--- src/rtl/ac_pkg.sv ---
package ac_pkg;

	// ****************************************
	// widths
	// ****************************************
	localparam int LVL_W  = 10;
	localparam int CC_W   = 20;
	localparam int DATA_W = 20;
	localparam int NCMP   = 2;

	// ****************************************
	// register selection on the write port
	// ****************************************
	typedef enum logic [3:0] {
		SEL_MAIN,
		SEL_COMPARATOR_ZERO,
		SEL_COMPARATOR_ONE,
		SEL_WIN,
		SEL_EVENT,
		SEL_SECOND,
		SEL_FLAG,
		SEL_INTEN,
		SEL_DEBUG
	} reg_sel_t;

	// ****************************************
	// main control register fields
	// ****************************************
	localparam int MAIN_SOFT_RESET_BIT = 0;
	localparam int MAIN_EN    = 1;

	// ****************************************
	// comparator control register fields
	// ****************************************
	localparam int CC_EN      = 0;
	localparam int CC_SINGLE  = 1;
	localparam int CC_INTSEL  = 2;
	localparam int CC_MUXNEG  = 4;
	localparam int CC_MUXPOS  = 8;
	localparam int CC_FLEN    = 10;
	localparam int CC_OUTSEL  = 12;
	localparam int CC_SCALE   = 14;
	localparam logic [CC_W-1:0] CC_RESET = 20'h0_0000;

	// interrupt selections
	localparam logic [1:0] INT_TOGGLE = 2'h0;
	localparam logic [1:0] INT_RISE   = 2'h1;
	localparam logic [1:0] INT_FALL   = 2'h2;
	localparam logic [1:0] INT_EOC    = 2'h3;

	// negative input selections; 0 to 3 are the shared pins
	localparam logic [2:0] NEG_GND     = 3'h4;
	localparam logic [2:0] NEG_BANDGAP = 3'h5;
	localparam logic [2:0] NEG_SCALER  = 3'h6;
	localparam logic [2:0] NEG_DAC     = 3'h7;

	// filter lengths
	localparam logic [1:0] FLT_OFF  = 2'h0;
	localparam logic [1:0] FLT_MAJ3 = 2'h1;
	localparam logic [1:0] FLT_MAJ5 = 2'h2;

	// pin output selections
	localparam logic [1:0] OUT_OFF   = 2'h0;
	localparam logic [1:0] OUT_ASYNC = 2'h1;
	localparam logic [1:0] OUT_SYNC  = 2'h2;

	// ****************************************
	// window control fields
	// ****************************************
	localparam int WIN_EN  = 0;
	localparam int WIN_SEL = 1;
	localparam logic [1:0] WSEL_ABOVE   = 2'h0;
	localparam logic [1:0] WSEL_INSIDE  = 2'h1;
	localparam logic [1:0] WSEL_BELOW   = 2'h2;
	localparam logic [1:0] WSEL_OUTSIDE = 2'h3;

	// ****************************************
	// event control fields
	// ****************************************
	localparam int EV_COMPO = 0;
	localparam int EV_WINO  = 2;
	localparam int EV_COMPI = 3;

	// interrupt flag / enable bit positions
	localparam int FLAG_WIN = 2;

	// ****************************************
	// timing
	// ****************************************
	localparam logic [3:0] SAMPLE_DIV    = 4'h4;
	localparam logic [3:0] STARTUP_TICKS = 4'h2;
	localparam int SCALE_SHIFT = 6;

	typedef enum {
		PH_IDLE,
		PH_START,
		PH_RUN
	} phase_t;

endpackage

--- src/rtl/analog_comparator_control.sv ---
`timescale 1ns/1ps
// Behaviour
// - output high only when positive exceeds negative
// - two identical comparators, own control registers
// - independent use or paired window mode
// - global enable bit enables/disables block
// - soft reset restores all registers, disables
// - comparator runs with both enables; bits kept
// - outputs sampled at digital sampling clock rate
// - certain writes synchronized to sampling domain
// - write protection except secondary, flags, debugger
// - runs in debug unless configured to halt
// - keeps running in sleep, events don't wake
// - interrupt requests can wake from sleep
// - interrupt on rise, fall, toggle, end
// - window interrupts above, inside, below, outside
// - events from comparator states and window status
// - optional digital filter before interrupts/events
// - comparator state routable to pin, async/sync
// - four pins, ground, bandgap, scaler, converter inputs
// - edges found by comparing current and previous sample
// - comparator settings frozen while comparator enabled
module analog_comparator_control (
	input  wire logic                                mclk,
	input  wire logic                                rst,
	input  wire logic                                reg_wr,
	input  wire logic [3:0]                          reg_sel,
	input  wire logic [ac_pkg::DATA_W-1:0]           reg_wdata,
	input  wire logic                                wp_on,
	input  wire logic                                dbg_access,
	input  wire logic                                dbg_halted,
	input  wire logic                                sleep_mode,
	input  wire logic [1:0]                          evt_start,
	input  wire logic [3:0][ac_pkg::LVL_W-1:0]       ain_level,
	input  wire logic [ac_pkg::LVL_W-1:0]            bandgap_level,
	input  wire logic [ac_pkg::LVL_W-1:0]            dac_level,
	input  wire logic [ac_pkg::LVL_W-1:0]            vdd_level,
	output logic                                     enabled,
	output logic [1:0]                               comp_state,
	output logic [1:0]                               comp_ready,
	output logic                                     win_inside,
	output logic                                     win_above,
	output logic [2:0]                               int_flags,
	output logic                                     sync_busy,
	output logic                                     irq,
	output logic                                     wake_req,
	output logic [1:0]                               comparator_output_pin,
	output logic [1:0]                               evt_comp,
	output logic                                     evt_win
);

	// ****************************************
	// helpers
	// ****************************************
	function automatic logic [ac_pkg::LVL_W-1:0] neg_level(
		input logic [2:0]                     sel,
		input logic [5:0]                     scale,
		input logic [3:0][ac_pkg::LVL_W-1:0]  pins,
		input logic [ac_pkg::LVL_W-1:0]       bg,
		input logic [ac_pkg::LVL_W-1:0]       dac,
		input logic [ac_pkg::LVL_W-1:0]       vdd
	);
		logic [16:0] prod;
		prod = 17'(vdd) * 17'({1'b0, scale} + 7'h01);
		case (sel)
			ac_pkg::NEG_GND:     neg_level = '0;
			ac_pkg::NEG_BANDGAP: neg_level = bg;
			ac_pkg::NEG_SCALER:  neg_level = prod[ac_pkg::SCALE_SHIFT +: ac_pkg::LVL_W];
			ac_pkg::NEG_DAC:     neg_level = dac;
			default:             neg_level = pins[sel[1:0]];
		endcase
	endfunction

	function automatic logic majority(input logic [4:0] h, input logic [1:0] flen);
		logic [2:0] ones;
		ones = 3'(h[0]) + 3'(h[1]) + 3'(h[2]) + 3'(h[3]) + 3'(h[4]);
		case (flen)
			ac_pkg::FLT_MAJ3: majority = (h[0] & h[1]) | (h[1] & h[2]) | (h[0] & h[2]);
			ac_pkg::FLT_MAJ5: majority = ones >= 3'h3;
			default:          majority = h[0];
		endcase
	endfunction

	// ****************************************
	// configuration state
	// ****************************************
	logic                    en_q;
	logic [ac_pkg::CC_W-1:0] cc_q [2];
	logic [2:0]              win_q;
	logic [4:0]              ev_q;
	logic [2:0]              mask_q;
	logic                    dbg_halt_q;
	logic                    pend_en_q;
	logic                    pend_en_val_q;
	logic [1:0]              pend_cc_q;
	logic [ac_pkg::CC_W-1:0] pend_cc_val_q [2];
	logic [1:0]              start_q;
	logic [2:0]              flags_q;

	logic [3:0]              div_q;
	logic                    tick;
	logic                    wr_ok;
	logic                    srst;
	logic [1:0]              raw;
	logic [1:0]              run;
	logic [1:0]              start_wr;

	// protection is bypassed for the debugger
	// protection gate
	assign wr_ok = reg_wr & (~wp_on | dbg_access);
	assign srst  = rst | (wr_ok && reg_sel == ac_pkg::SEL_MAIN && reg_wdata[ac_pkg::MAIN_SOFT_RESET_BIT]);
	assign start_wr = (reg_wr && reg_sel == ac_pkg::SEL_SECOND) ? reg_wdata[1:0] : 2'h0;

	// ****************************************
	// sampling enable divider
	// ****************************************
	// sample rate tick
	always_ff @(posedge mclk) begin
		if (rst || div_q == ac_pkg::SAMPLE_DIV - 4'h1) begin
			div_q <= '0;
		end else begin
			div_q <= div_q + 4'h1;
		end
	end
	assign tick = (div_q == ac_pkg::SAMPLE_DIV - 4'h1);

	// ****************************************
	// register writes
	// ****************************************
	always_ff @(posedge mclk) begin
		if (srst) begin
			en_q          <= 1'b0;
			pend_en_q     <= 1'b0;
			pend_en_val_q <= 1'b0;
			pend_cc_q     <= '0;
			win_q         <= '0;
			ev_q          <= '0;
			mask_q        <= '0;
			dbg_halt_q    <= 1'b0;
			for (int i = 0; i < ac_pkg::NCMP; i++) begin
				cc_q[i]          <= ac_pkg::CC_RESET;
				pend_cc_val_q[i] <= ac_pkg::CC_RESET;
			end
		end else begin
			// enable and comparator settings land on a sampling tick
			// apply synchronized writes
			if (tick) begin
				if (pend_en_q) begin
					en_q      <= pend_en_val_q;
					pend_en_q <= 1'b0;
				end
				for (int i = 0; i < ac_pkg::NCMP; i++) begin
					if (pend_cc_q[i]) begin
						cc_q[i]      <= pend_cc_val_q[i];
						pend_cc_q[i] <= 1'b0;
					end
				end
			end
			if (wr_ok) begin
				case (reg_sel)
					ac_pkg::SEL_MAIN: begin
						pend_en_q     <= 1'b1;
						pend_en_val_q <= reg_wdata[ac_pkg::MAIN_EN];
					end
					ac_pkg::SEL_COMPARATOR_ZERO, ac_pkg::SEL_COMPARATOR_ONE: begin
						for (int i = 0; i < ac_pkg::NCMP; i++) begin
							if (reg_sel == 4'(ac_pkg::SEL_COMPARATOR_ZERO) + 4'(i)) begin
								pend_cc_q[i] <= 1'b1;
								if (cc_q[i][ac_pkg::CC_EN]) begin
									pend_cc_val_q[i] <= cc_q[i];
									pend_cc_val_q[i][ac_pkg::CC_EN] <=
										reg_wdata[ac_pkg::CC_EN];
								end else begin
									pend_cc_val_q[i] <= reg_wdata[ac_pkg::CC_W-1:0];
								end
							end
						end
					end
					ac_pkg::SEL_WIN: begin
						win_q <= reg_wdata[2:0];
					end
					ac_pkg::SEL_EVENT: begin
						if (!en_q && !(pend_en_q && pend_en_val_q)) begin
							ev_q <= reg_wdata[4:0];
						end
					end
					ac_pkg::SEL_INTEN: begin
						mask_q <= reg_wdata[2:0];
					end
					ac_pkg::SEL_DEBUG: begin
						dbg_halt_q <= reg_wdata[0];
					end
					default: begin
					end
				endcase
			end
		end
	end

	// ****************************************
	// analog front end model
	// ****************************************
	always_comb begin
		for (int i = 0; i < ac_pkg::NCMP; i++) begin
			raw[i] = ain_level[cc_q[i][ac_pkg::CC_MUXPOS +: 2]] >
				neg_level(cc_q[i][ac_pkg::CC_MUXNEG +: 3], cc_q[i][ac_pkg::CC_SCALE +: 6],
					ain_level, bandgap_level, dac_level, vdd_level);
			run[i] = en_q & cc_q[i][ac_pkg::CC_EN] & ~(dbg_halted & dbg_halt_q);
		end
	end

	// ****************************************
	// comparator sequencing
	// ****************************************
	ac_pkg::phase_t phase_q [2];
	logic [3:0]     cnt_q   [2];
	logic [4:0]     hist_q  [2];
	logic [1:0]     state_q;
	logic [1:0]     prev_q;
	logic [1:0]     done_q;
	logic [1:0]     ready_q;
	logic [4:0]     hnext   [2];
	logic [1:0]     filt;

	always_comb begin
		for (int i = 0; i < ac_pkg::NCMP; i++) begin
			hnext[i] = {hist_q[i][3:0], raw[i]};
			filt[i]  = majority(hnext[i], cc_q[i][ac_pkg::CC_FLEN +: 2]);
		end
	end

	always_ff @(posedge mclk) begin
		if (srst) begin
			state_q <= '0;
			prev_q  <= '0;
			done_q  <= '0;
			ready_q <= '0;
			start_q <= '0;
			for (int i = 0; i < ac_pkg::NCMP; i++) begin
				phase_q[i] <= ac_pkg::PH_IDLE;
				cnt_q[i]   <= '0;
				hist_q[i]  <= '0;
			end
		end else begin
			done_q <= '0;
			for (int i = 0; i < ac_pkg::NCMP; i++) begin
				// a start request waits for the next sampling tick
				if (start_wr[i] || (evt_start[i] && ev_q[ac_pkg::EV_COMPI + i])) begin
					start_q[i] <= 1'b1;
					ready_q[i] <= 1'b0;
				end
				if (!run[i] && !(dbg_halted && dbg_halt_q)) begin
					phase_q[i] <= ac_pkg::PH_IDLE;
					ready_q[i] <= 1'b0;
					start_q[i] <= 1'b0;
				end else if (tick && run[i]) begin
					hist_q[i] <= hnext[i];
					case (phase_q[i])
						ac_pkg::PH_IDLE: begin
							cnt_q[i] <= '0;
							if (!cc_q[i][ac_pkg::CC_SINGLE] || start_q[i]) begin
								phase_q[i] <= ac_pkg::PH_START;
								start_q[i] <= 1'b0;
							end
						end
						ac_pkg::PH_START: begin
							cnt_q[i] <= cnt_q[i] + 4'h1;
							if (cnt_q[i] == ac_pkg::STARTUP_TICKS - 4'h1) begin
								prev_q[i]  <= state_q[i];
								state_q[i] <= filt[i];
								done_q[i]  <= 1'b1;
								ready_q[i] <= 1'b1;
								phase_q[i] <= cc_q[i][ac_pkg::CC_SINGLE] ?
									ac_pkg::PH_IDLE : ac_pkg::PH_RUN;
							end
						end
						ac_pkg::PH_RUN: begin
							prev_q[i]  <= state_q[i];
							state_q[i] <= filt[i];
							done_q[i]  <= 1'b1;
						end
						default: begin
							phase_q[i] <= ac_pkg::PH_IDLE;
						end
					endcase
				end
			end
		end
	end

	// ****************************************
	// window status
	// ****************************************
	// comparator zero watches the upper bound, comparator one the lower
	logic w_above;
	logic w_below;
	logic w_inside;
	assign w_above  = state_q[0];
	assign w_below  = ~state_q[1];
	assign w_inside = ~w_above & ~w_below;

	// ****************************************
	// interrupt flags and events
	// ****************************************
	logic [2:0] hit;
	logic       win_hit;

	always_comb begin
		for (int i = 0; i < ac_pkg::NCMP; i++) begin
			case (cc_q[i][ac_pkg::CC_INTSEL +: 2])
				ac_pkg::INT_RISE:   hit[i] = done_q[i] & state_q[i] & ~prev_q[i];
				ac_pkg::INT_FALL:   hit[i] = done_q[i] & ~state_q[i] & prev_q[i];
				ac_pkg::INT_EOC:    hit[i] = done_q[i];
				default:            hit[i] = done_q[i] & (state_q[i] ^ prev_q[i]);
			endcase
		end
		case (win_q[ac_pkg::WIN_SEL +: 2])
			ac_pkg::WSEL_ABOVE:  win_hit = w_above;
			ac_pkg::WSEL_INSIDE: win_hit = w_inside;
			ac_pkg::WSEL_BELOW:  win_hit = w_below;
			default:             win_hit = ~w_inside;
		endcase
		hit[ac_pkg::FLAG_WIN] = win_q[ac_pkg::WIN_EN] & (|done_q) & win_hit;
	end

	always_ff @(posedge mclk) begin
		if (srst) begin
			flags_q <= '0;
		end else if (reg_wr && reg_sel == ac_pkg::SEL_FLAG) begin
			// new events win over a write-one clear
			flags_q <= (flags_q & ~reg_wdata[2:0]) | hit;
		end else begin
			flags_q <= flags_q | hit;
		end
	end

	// ****************************************
	// registered outputs
	// ****************************************
	always_ff @(posedge mclk) begin
		if (srst) begin
			enabled               <= 1'b0;
			comp_state            <= '0;
			comp_ready            <= '0;
			win_inside            <= 1'b0;
			win_above             <= 1'b0;
			int_flags             <= '0;
			sync_busy             <= 1'b0;
			irq                   <= 1'b0;
			wake_req              <= 1'b0;
			comparator_output_pin <= '0;
			evt_comp              <= '0;
			evt_win               <= 1'b0;
		end else begin
			enabled    <= en_q;
			comp_state <= state_q;
			comp_ready <= ready_q;
			win_inside <= w_inside;
			win_above  <= w_above;
			int_flags  <= flags_q;
			sync_busy  <= pend_en_q | (|pend_cc_q);
			irq        <= |(flags_q & mask_q);
			wake_req   <= sleep_mode & (|(flags_q & mask_q));
			for (int i = 0; i < ac_pkg::NCMP; i++) begin
				case (cc_q[i][ac_pkg::CC_OUTSEL +: 2])
					ac_pkg::OUT_ASYNC: comparator_output_pin[i] <= raw[i] & run[i];
					ac_pkg::OUT_SYNC:  comparator_output_pin[i] <= state_q[i];
					default:           comparator_output_pin[i] <= 1'b0;
				endcase
				evt_comp[i] <= done_q[i] & state_q[i] & ev_q[ac_pkg::EV_COMPO + i];
			end
			evt_win <= (|done_q) & win_q[ac_pkg::WIN_EN] & w_inside & ev_q[ac_pkg::EV_WINO];
		end
	end

endmodule

--- config.mk ---
export PLATFORM = sky130hd
export DESIGN_NAME = analog_comparator_control
export DESIGN_NICKNAME = d
export VERILOG_FILES = /design/src/rtl/ac_pkg.sv /design/src/rtl/analog_comparator_control.sv
export SDC_FILE = /design/constraint.sdc
export NUM_CORES = 1
export LEC_CHECK = 0
export ABC_AREA = 1
export BUFFER_PORTS_ARGS = -buffer_cell sky130_fd_sc_hd__buf_2
export CORE_MARGIN = 5
export CORE_UTILIZATION = 62
export CTS_CLUSTER_DIAMETER = 80
export DETAILED_ROUTE_END_ITERATION = 10
export PLACE_DENSITY = 0.83
export SETUP_SLACK_MARGIN = 0.2
export SLEW_MARGIN = 30
export SYNTH_ARGS = -nofsm -noshare
export SYNTH_HDL_FRONTEND = slang
export SYNTH_SLANG_ARGS = --single-unit
--- constraint.sdc ---
create_clock -name mclk -period 7.85 [get_ports mclk]
set_input_delay 0.785 -clock mclk [delete_from_list [all_inputs] [get_ports mclk]]
set_output_delay 0.785 -clock mclk [all_outputs]
set_load 0.02 [all_outputs]
==> flow_metrics.env, run 1 <==
export IMPL_fin_cells=2224
export IMPL_rows=53
export IMPL_synth_edf_count=96
export IMPL_finClkSkew_ps=7.02
export IMPL_ff2ff_setup_slack_ps=520
export IMPL_crit_type="flop to flop"
export IMPL_io_pins=121
export IMPL_hold_viol=0
export IMPL_cpMostUsedCell="nand2_1"
export IMPL_min_to="comp_ready[1]"
export IMPL_grt_overflow_total=0
export IMPL_clock_latency_ps=420
export IMPL_grt_antenna_before_repair=1
export IMPL_synth_cell_type_count=52
export IMPL_r2r_start="cc_q[0][15]"
export IMPL_drt_iter0_drc=1323
export IMPL_r2r_end="state_q[0]"
export IMPL_route_detailed_drc=0
export IMPL_via_count=12900
export IMPL_grt_use_total_pct=30.2
export IMPL_required_ps=8160
export IMPL_ys_flop_type="edfxtp_1"
export IMPL_synth_net_count=2102
export IMPL_finalCriticalPeriod_ps=7330
export IMPL_rsz0062_at_grt="no"
export IMPL_setup_tns_ps=0
export IMPL_gp_congestion=0.968
export IMPL_setup_viol=0
export IMPL_synthCells=1812
export IMPL_cts_path_max_buffers=2
export IMPL_fin_crit_sh_pct=93.4
export IMPL_synth_top_area_share_pct=21.5
export IMPL_wl_per_cell_microns=16.8
export IMPL_drt_pass1_iterations=6
export IMPL_dieArea_sq_mm=0.0247
export IMPL_synthTopCellsByCount="408 x nand2_1, 334 x inv_1, 211 x nor2_1"
export IMPL_coreArea_sq_mm=0.0212
export IMPL_worstMarginPinSlew_ps=926
export IMPL_via_per_inst=5.81
export IMPL_powerDensity_mw_per_mm2=168
export IMPL_synth_seq_area_share_pct=29.1
export IMPL_start_util_pct=63.4
export IMPL_clkSlewWorstSetupHoldPaths_ps=60
export IMPL_cts_tree="done"
export IMPL_fmax_mhz=136
export IMPL_numPlacedInstances=2177
export IMPL_leakage_nw=7.38
export IMPL_dp_hpwl_mm=28.0
export IMPL_netlist_area_sq_mm=0.0134
export IMPL_post_synth_top_count_cell="nand2_1"
export IMPL_cpMaxStageDelayCell="fa_1"
export IMPL_ys_top_cells_by_area="edfxtp_1 21%, fa_1 12%, nand2_1 11%"
export IMPL_nets=2225
export IMPL_hold_class="flop to flop"
export IMPL_drt_total_wl_mm=37.4
export IMPL_ant_nets=0
export IMPL_cts_buffers=17
export IMPL_holdPathStages=2
export IMPL_r2r_cells=42
export IMPL_worst_path_largest_cell_delay_ps=530
export IMPL_hold_slack_ps=432
export IMPL_syn_avg_cell_area_sq_um=7.40
export IMPL_grt_pass1_wl_mm=60.1
export IMPL_h_tree_depth=4
export IMPL_grt_max_degree=42
export IMPL_area_growth_pct=13.6
export IMPL_clock_sinks=147
export IMPL_first_global_vias=12600
export IMPL_slew_headroom_pct=38.1
export IMPL_irDropWorstVdd_mv=0.170
export IMPL_die_height_microns=157
export IMPL_hold_path_startpoint="ready_q[1]"
export IMPL_endpoint_kind="flop"
export IMPL_drive_gt1_share_pct=14.2
export IMPL_synthArstFlopShare_pct=0
export IMPL_yosysWarnings=0
export IMPL_port_buffers=119
export IMPL_root_buffer="clkbuf_16"
export IMPL_fp_dieW_microns=157
export IMPL_synth_seq_cells=147
export IMPL_startpoint_type="flop"
export IMPL_arrival_ps=7640
export IMPL_cp_max_fo=6
export IMPL_maxSlewViolCount=0
export IMPL_status="complete, no violations"
export IMPL_synth_top_area_cell="edfxtp_1"
export IMPL_cap_violations=0
## sequential cells by signal, indices dropped and copies added (netlist names), 3 cells and up
name           cells
cc_q              38
pend_cc_val_q     38
cnt_q              8
hist_q             8
ev_q               5
div_q              4
phase_q            4
flags_q            3
int_flags          3
mask_q             3
win_q              3
## cells by family (layout without fill, tap and decap cells)
| group | Yosys count | in the layout | synth area share (%) |
|---|---|---|---|
| AO/OA/AOI/OAI | 320 | 320 | 13.8 |
| buffers and inverters | 393 | 529 | 11.4 |
| other | 0 | 1 | 0 |
| XOR/XNOR | 13 | 13 | 0.849 |
| adder cells (fa/ha/maj) | 187 | 187 | 21.8 |
| AND/OR/NAND/NOR | 752 | 752 | 23.0 |
| flip-flops | 147 | 147 | 29.1 |
## where the power goes
group / switching [mW] / internal [mW] / total (mW)
Sequential: 0.0185 / 0.845 / 0.864
Clock: 0.315 / 0.433 / 0.747
Combinational: 0.592 / 0.349 / 0.941
## repair_timing
action	in CTS	in global routing
gates resized for setup	5	75
endpoints found under the setup margin	1	2
pin swaps	1	20
hold buffers	0	0
buffers inserted	0	14
## through the flow
stage | utilization, % | worst slack (ps) | instance area [sq um] | power [mW]
final | 72.0 | 518 | 15200 | 2.55
after global routing | 72.0 | 140 | 15200 | 2.71
after CTS | 70.2 | 212 | 14800 | 2.44
after detailed placement | 67.6 | 128 | 14300 | 1.69
after global placement | 67.4 | 307 | 14300 | 1.67
after floorplan | - | 795 | 13400 | 1.45
## critical path: cells and delay by family, from the launching register on
kind / cells / cell delay, ps
DFF: 1 / 480
adders and majority gates: 10 / 3910
and+or+nand+nor: 18 / 1390
AOI/OAI and AO/OA: 4 / 600
buffers and inverters: 10 / 850
## layout by cell type, fill, tap and decap left out, types with 4 or more instances in the layout
| master | Yosys | routed |
|---|---|---|
| buf_4 | 4 | 32 |
| edfxtp_1 | 96 | 96 |
| a21oi_4 | 2 | 5 |
| a21oi_2 | 1 | 5 |
| nand3_1 | 83 | 79 |
| clkinv_1 | 8 | 10 |
| inv_1 | 334 | 329 |
| inv_2 | 2 | 6 |
| o21ai_1 | 1 | 4 |
| nand3b_1 | 4 | 4 |
| nor3_1 | 12 | 12 |
| xor2_1 | 7 | 5 |
| clkbuf_16 | 0 | 17 |
| a21oi_1 | 151 | 144 |
| clkinvlp_4 | 0 | 5 |
| nor2_1 | 211 | 201 |
| fa_1 | 78 | 77 |
| nor2_2 | 4 | 12 |
| a221oi_1 | 15 | 15 |
| clkinv_2 | 0 | 4 |
| o21a_1 | 5 | 5 |
| o21ai_0 | 97 | 87 |
| o221ai_1 | 14 | 14 |
| o21ai_2 | 10 | 16 |
| nand2_1 | 408 | 391 |
| nand3_2 | 0 | 4 |
| ha_2 | 0 | 4 |
| o22ai_1 | 4 | 4 |
| ha_1 | 109 | 99 |
| dfxtp_1 | 51 | 51 |
| nand2_2 | 1 | 17 |
| nor4_1 | 6 | 4 |
| ha_4 | 0 | 6 |
| nor3_2 | 4 | 4 |
| xnor2_1 | 6 | 6 |
| nor2_4 | 2 | 4 |
| buf_2 | 18 | 119 |
| nand4_1 | 8 | 8 |
## layer usage
layer | vias to the layer above | wire (microns) | GRT usage, %
met3 | 134 | 3560 | 4.92
met2 | 749 | 18000 | 51.9
met1 | 5987 | 14300 | 38.0
met5 | - | 0 | 0
met4 | 0 | 1520 | 12.7
li1 | 6059 | - | -
## worst max-delay path by stage
stage	from	end	slack, ps	cells past startpoint
after CTS	cc_q[0][15]	state_q[0]	210	42
after global placement	vdd_level[3]	state_q[0]	310	36
final	cc_q[0][15]	state_q[0]	520	42
after floorplan	vdd_level[3]	state_q[0]	790	37
after detailed placement	cc_q[0][14]	state_q[0]	130	41
after global routing	cc_q[0][15]	state_q[0]	140	42
## final cells by class
cell class              count  area, sq um
inverters                 344         1290
clock buffers              18          429
fillers                  1661         5930
repair buffers            153          866
multi-input cells        1272         8270
flip-flops and latches    147         3900
well taps                 275          344
clock inverters            14          114
diodes                      1         2.50
(Power assumes the default switching activity.)
==> run 2: changes to the inputs <==
Settings changed: CELL_PAD_IN_SITES_DETAIL_PLACEMENT from default to 1, CELL_PAD_IN_SITES_GLOBAL_PLACEMENT from default to 1, CORE_UTILIZATION 62 to 45, PLACE_DENSITY 0.83 to default, PLACE_DENSITY_LB_ADDON from default to 0.1.
==> run 2 against run 1 <==
Against the previous run:
- final cell count increased by 5.4%
- combinational power increased by 2.6%
- total power increased by 1.7%
- register-to-register slack got worse by 50 ps
- clock skew increased by 4.9 ps
- setup slack got worse by 49 ps
- highest routed layer is now met5
==> flow_metrics.env, run 2 (same netlist as run 1, synthesis figures left out) <==
export IMPL_rows=63
export IMPL_fp_dieW_microns=183
export IMPL_root_buffer="clkbuf_16"
export IMPL_worstMarginPinSlew_ps=932
export IMPL_cts_path_max_buffers=2
export IMPL_clkSlewWorstSetupHoldPaths_ps=60
export IMPL_setup_tns_ps=0
export IMPL_drt_met1_wl_mm=18.0
export IMPL_startpoint_type="flop"
export IMPL_gp_congestion=0.850
export IMPL_die_height_microns=183
export IMPL_leakage_nw=7.42
export IMPL_port_buffers=119
export IMPL_dieArea_sq_mm=0.0334
export IMPL_grt_antenna_before_repair=3
export IMPL_grt_pass1_wl_mm=70.2
export IMPL_drt_iter0_drc=729
export IMPL_clock_latency_ps=430
export IMPL_status="complete, no violations"
export IMPL_dr_wl_met3_mm=1.97
export IMPL_maxSlewViolCount=0
export IMPL_h_tree_depth=4
export IMPL_grt_overflow_total=0
export IMPL_fillers=3829
export IMPL_hold_viol=0
export IMPL_irDropWorstVdd_mv=0.165
export IMPL_hold_path_startpoint="ready_q[0]"
export IMPL_pre_cts_ws_ps=44.0
export IMPL_cap_violations=0
export IMPL_drt_total_wl_mm=43.7
export IMPL_cts_buffers=17
export IMPL_finalWorstSetupSlack_ps=469
export IMPL_fmax_mhz=135
export IMPL_fin_crit_sh_pct=94.0
export IMPL_route_detailed_drc=0
export IMPL_endpoint_kind="flop"
export IMPL_final_cell_mix="387 x nand2_1, 328 x inv_1, 196 x nor2_1"
export IMPL_arrival_ps=7690
export IMPL_via_count=12700
export IMPL_cp_max_fo=6
export IMPL_fin_cells=2343
export IMPL_slew_headroom_pct=37.7
export IMPL_start_util_pct=45.4
export IMPL_setup_viol=0
export IMPL_grt_use_total_pct=26.2
export IMPL_dp_hpwl_mm=33.6
export IMPL_rsz0062_at_grt="no"
export IMPL_largestRegisters="cc_q x38, pend_cc_val_q x38"
export IMPL_clock_sinks=147
export IMPL_drt_pass1_iterations=5
export IMPL_via_per_inst=5.42
export IMPL_drive_gt1_share_pct=14.7
export IMPL_r2r_start="cc_q[0][34]"
export IMPL_hold_slack_ps=435
export IMPL_worst_path_largest_cell_delay_ps=500
export IMPL_final_common_cell="nand2_1"
export IMPL_antenna_cells=0
export IMPL_numPlacedInstances=2293
export IMPL_coreArea_sq_mm=0.0296
export IMPL_required_ps=8160
export IMPL_utilization_pct=52.1
export IMPL_ant_nets=0
export IMPL_cts_tree="done"
export IMPL_finClkSkew_ps=12.0
export IMPL_wl_per_cell_microns=18.7
export IMPL_wl_met2_mm=22.1
export IMPL_cpMostUsedCell="nand2_1"
export IMPL_area_growth_pct=15.0
export IMPL_top_layer_used="met5"
export IMPL_cpMaxStageDelayCell="fa_1"
export IMPL_grt_max_degree=42
export IMPL_critPathLaunch="cc_q[0][34]"
export IMPL_crit_type="flop to flop"
export IMPL_io_pins=121
export IMPL_powerDensity_mw_per_mm2=168
export IMPL_nets=2230
export IMPL_finalCriticalPeriod_ps=7380
export IMPL_hold_class="flop to flop"
export IMPL_first_global_vias=13700
## run 2: cell count changes in the layout (fill, tap and decap cells not counted), sizes merged, moves of 2 or more
cell | previous run | this run
buf | 153 | 158
clkbuf | 18 | 24
inv | 337 | 339
clkinvlp | 5 | 0
clkinv | 15 | 13
## run 2: critical path: cells and delay by family (launching register included)
kind,cells,cell delay (ps)
and+or+nand+nor,21,2090
AOI/OAI and AO/OA,2,350
buffers and inverters,8,760
adders and majority gates,9,3650
DFF,1,400
## run 2: worst paths after layout
check,end,slack [ps],cells past startpoint
hold / removal,comp_ready[0],440,2
setup / recovery,state_q[1],470,40
setup reg to reg,state_q[1],470,40
hold reg to reg,comp_ready[0],440,2
## run 2: cell type report
cell class / count / area [sq um] / share of cell area (%)
clock inverters: 8 / 50.0 / 0.325
clock buffers: 24 / 504 / 3.27
flip-flops and latches: 147 / 3900 / 25.3
inverters: 344 / 1290 / 8.39
multi-input cells: 1272 / 8280 / 53.7
repair buffers: 158 / 892 / 5.79
well taps: 390 / 488 / 3.17
## run 2: where the power goes
part	internal, mW	leakage, nW	switching, mW
clock network	0.449	0.279	0.316
registers	0.845	1.41	0.0204
logic	0.358	5.73	0.608
## run 2: through the flow
stage / total power, mW / cell area [sq um]
final: 2.60 / 15400
after global routing: 2.78 / 15400
after floorplan: 1.45 / 13400
after CTS: 2.49 / 15000
after global placement: 1.68 / 14400
after detailed placement: 1.72 / 14400
## run 2: what timing repair did
action / in CTS / in global routing
gates resized for setup: 12 / 75
setup endpoints to repair: 2 / 2
hold buffers: 0 / 0
endpoints found under the hold margin: 0 / 0
pin swaps: 0 / 25
buffers inserted: 3 / 15
## run 2: per-layer routing
metal	global-route usage, %	vias to the layer above
met5	0	-
met4	10.4	6
met3	3.03	107
met2	47.1	336
met1	32.0	6203
li1	-	6058
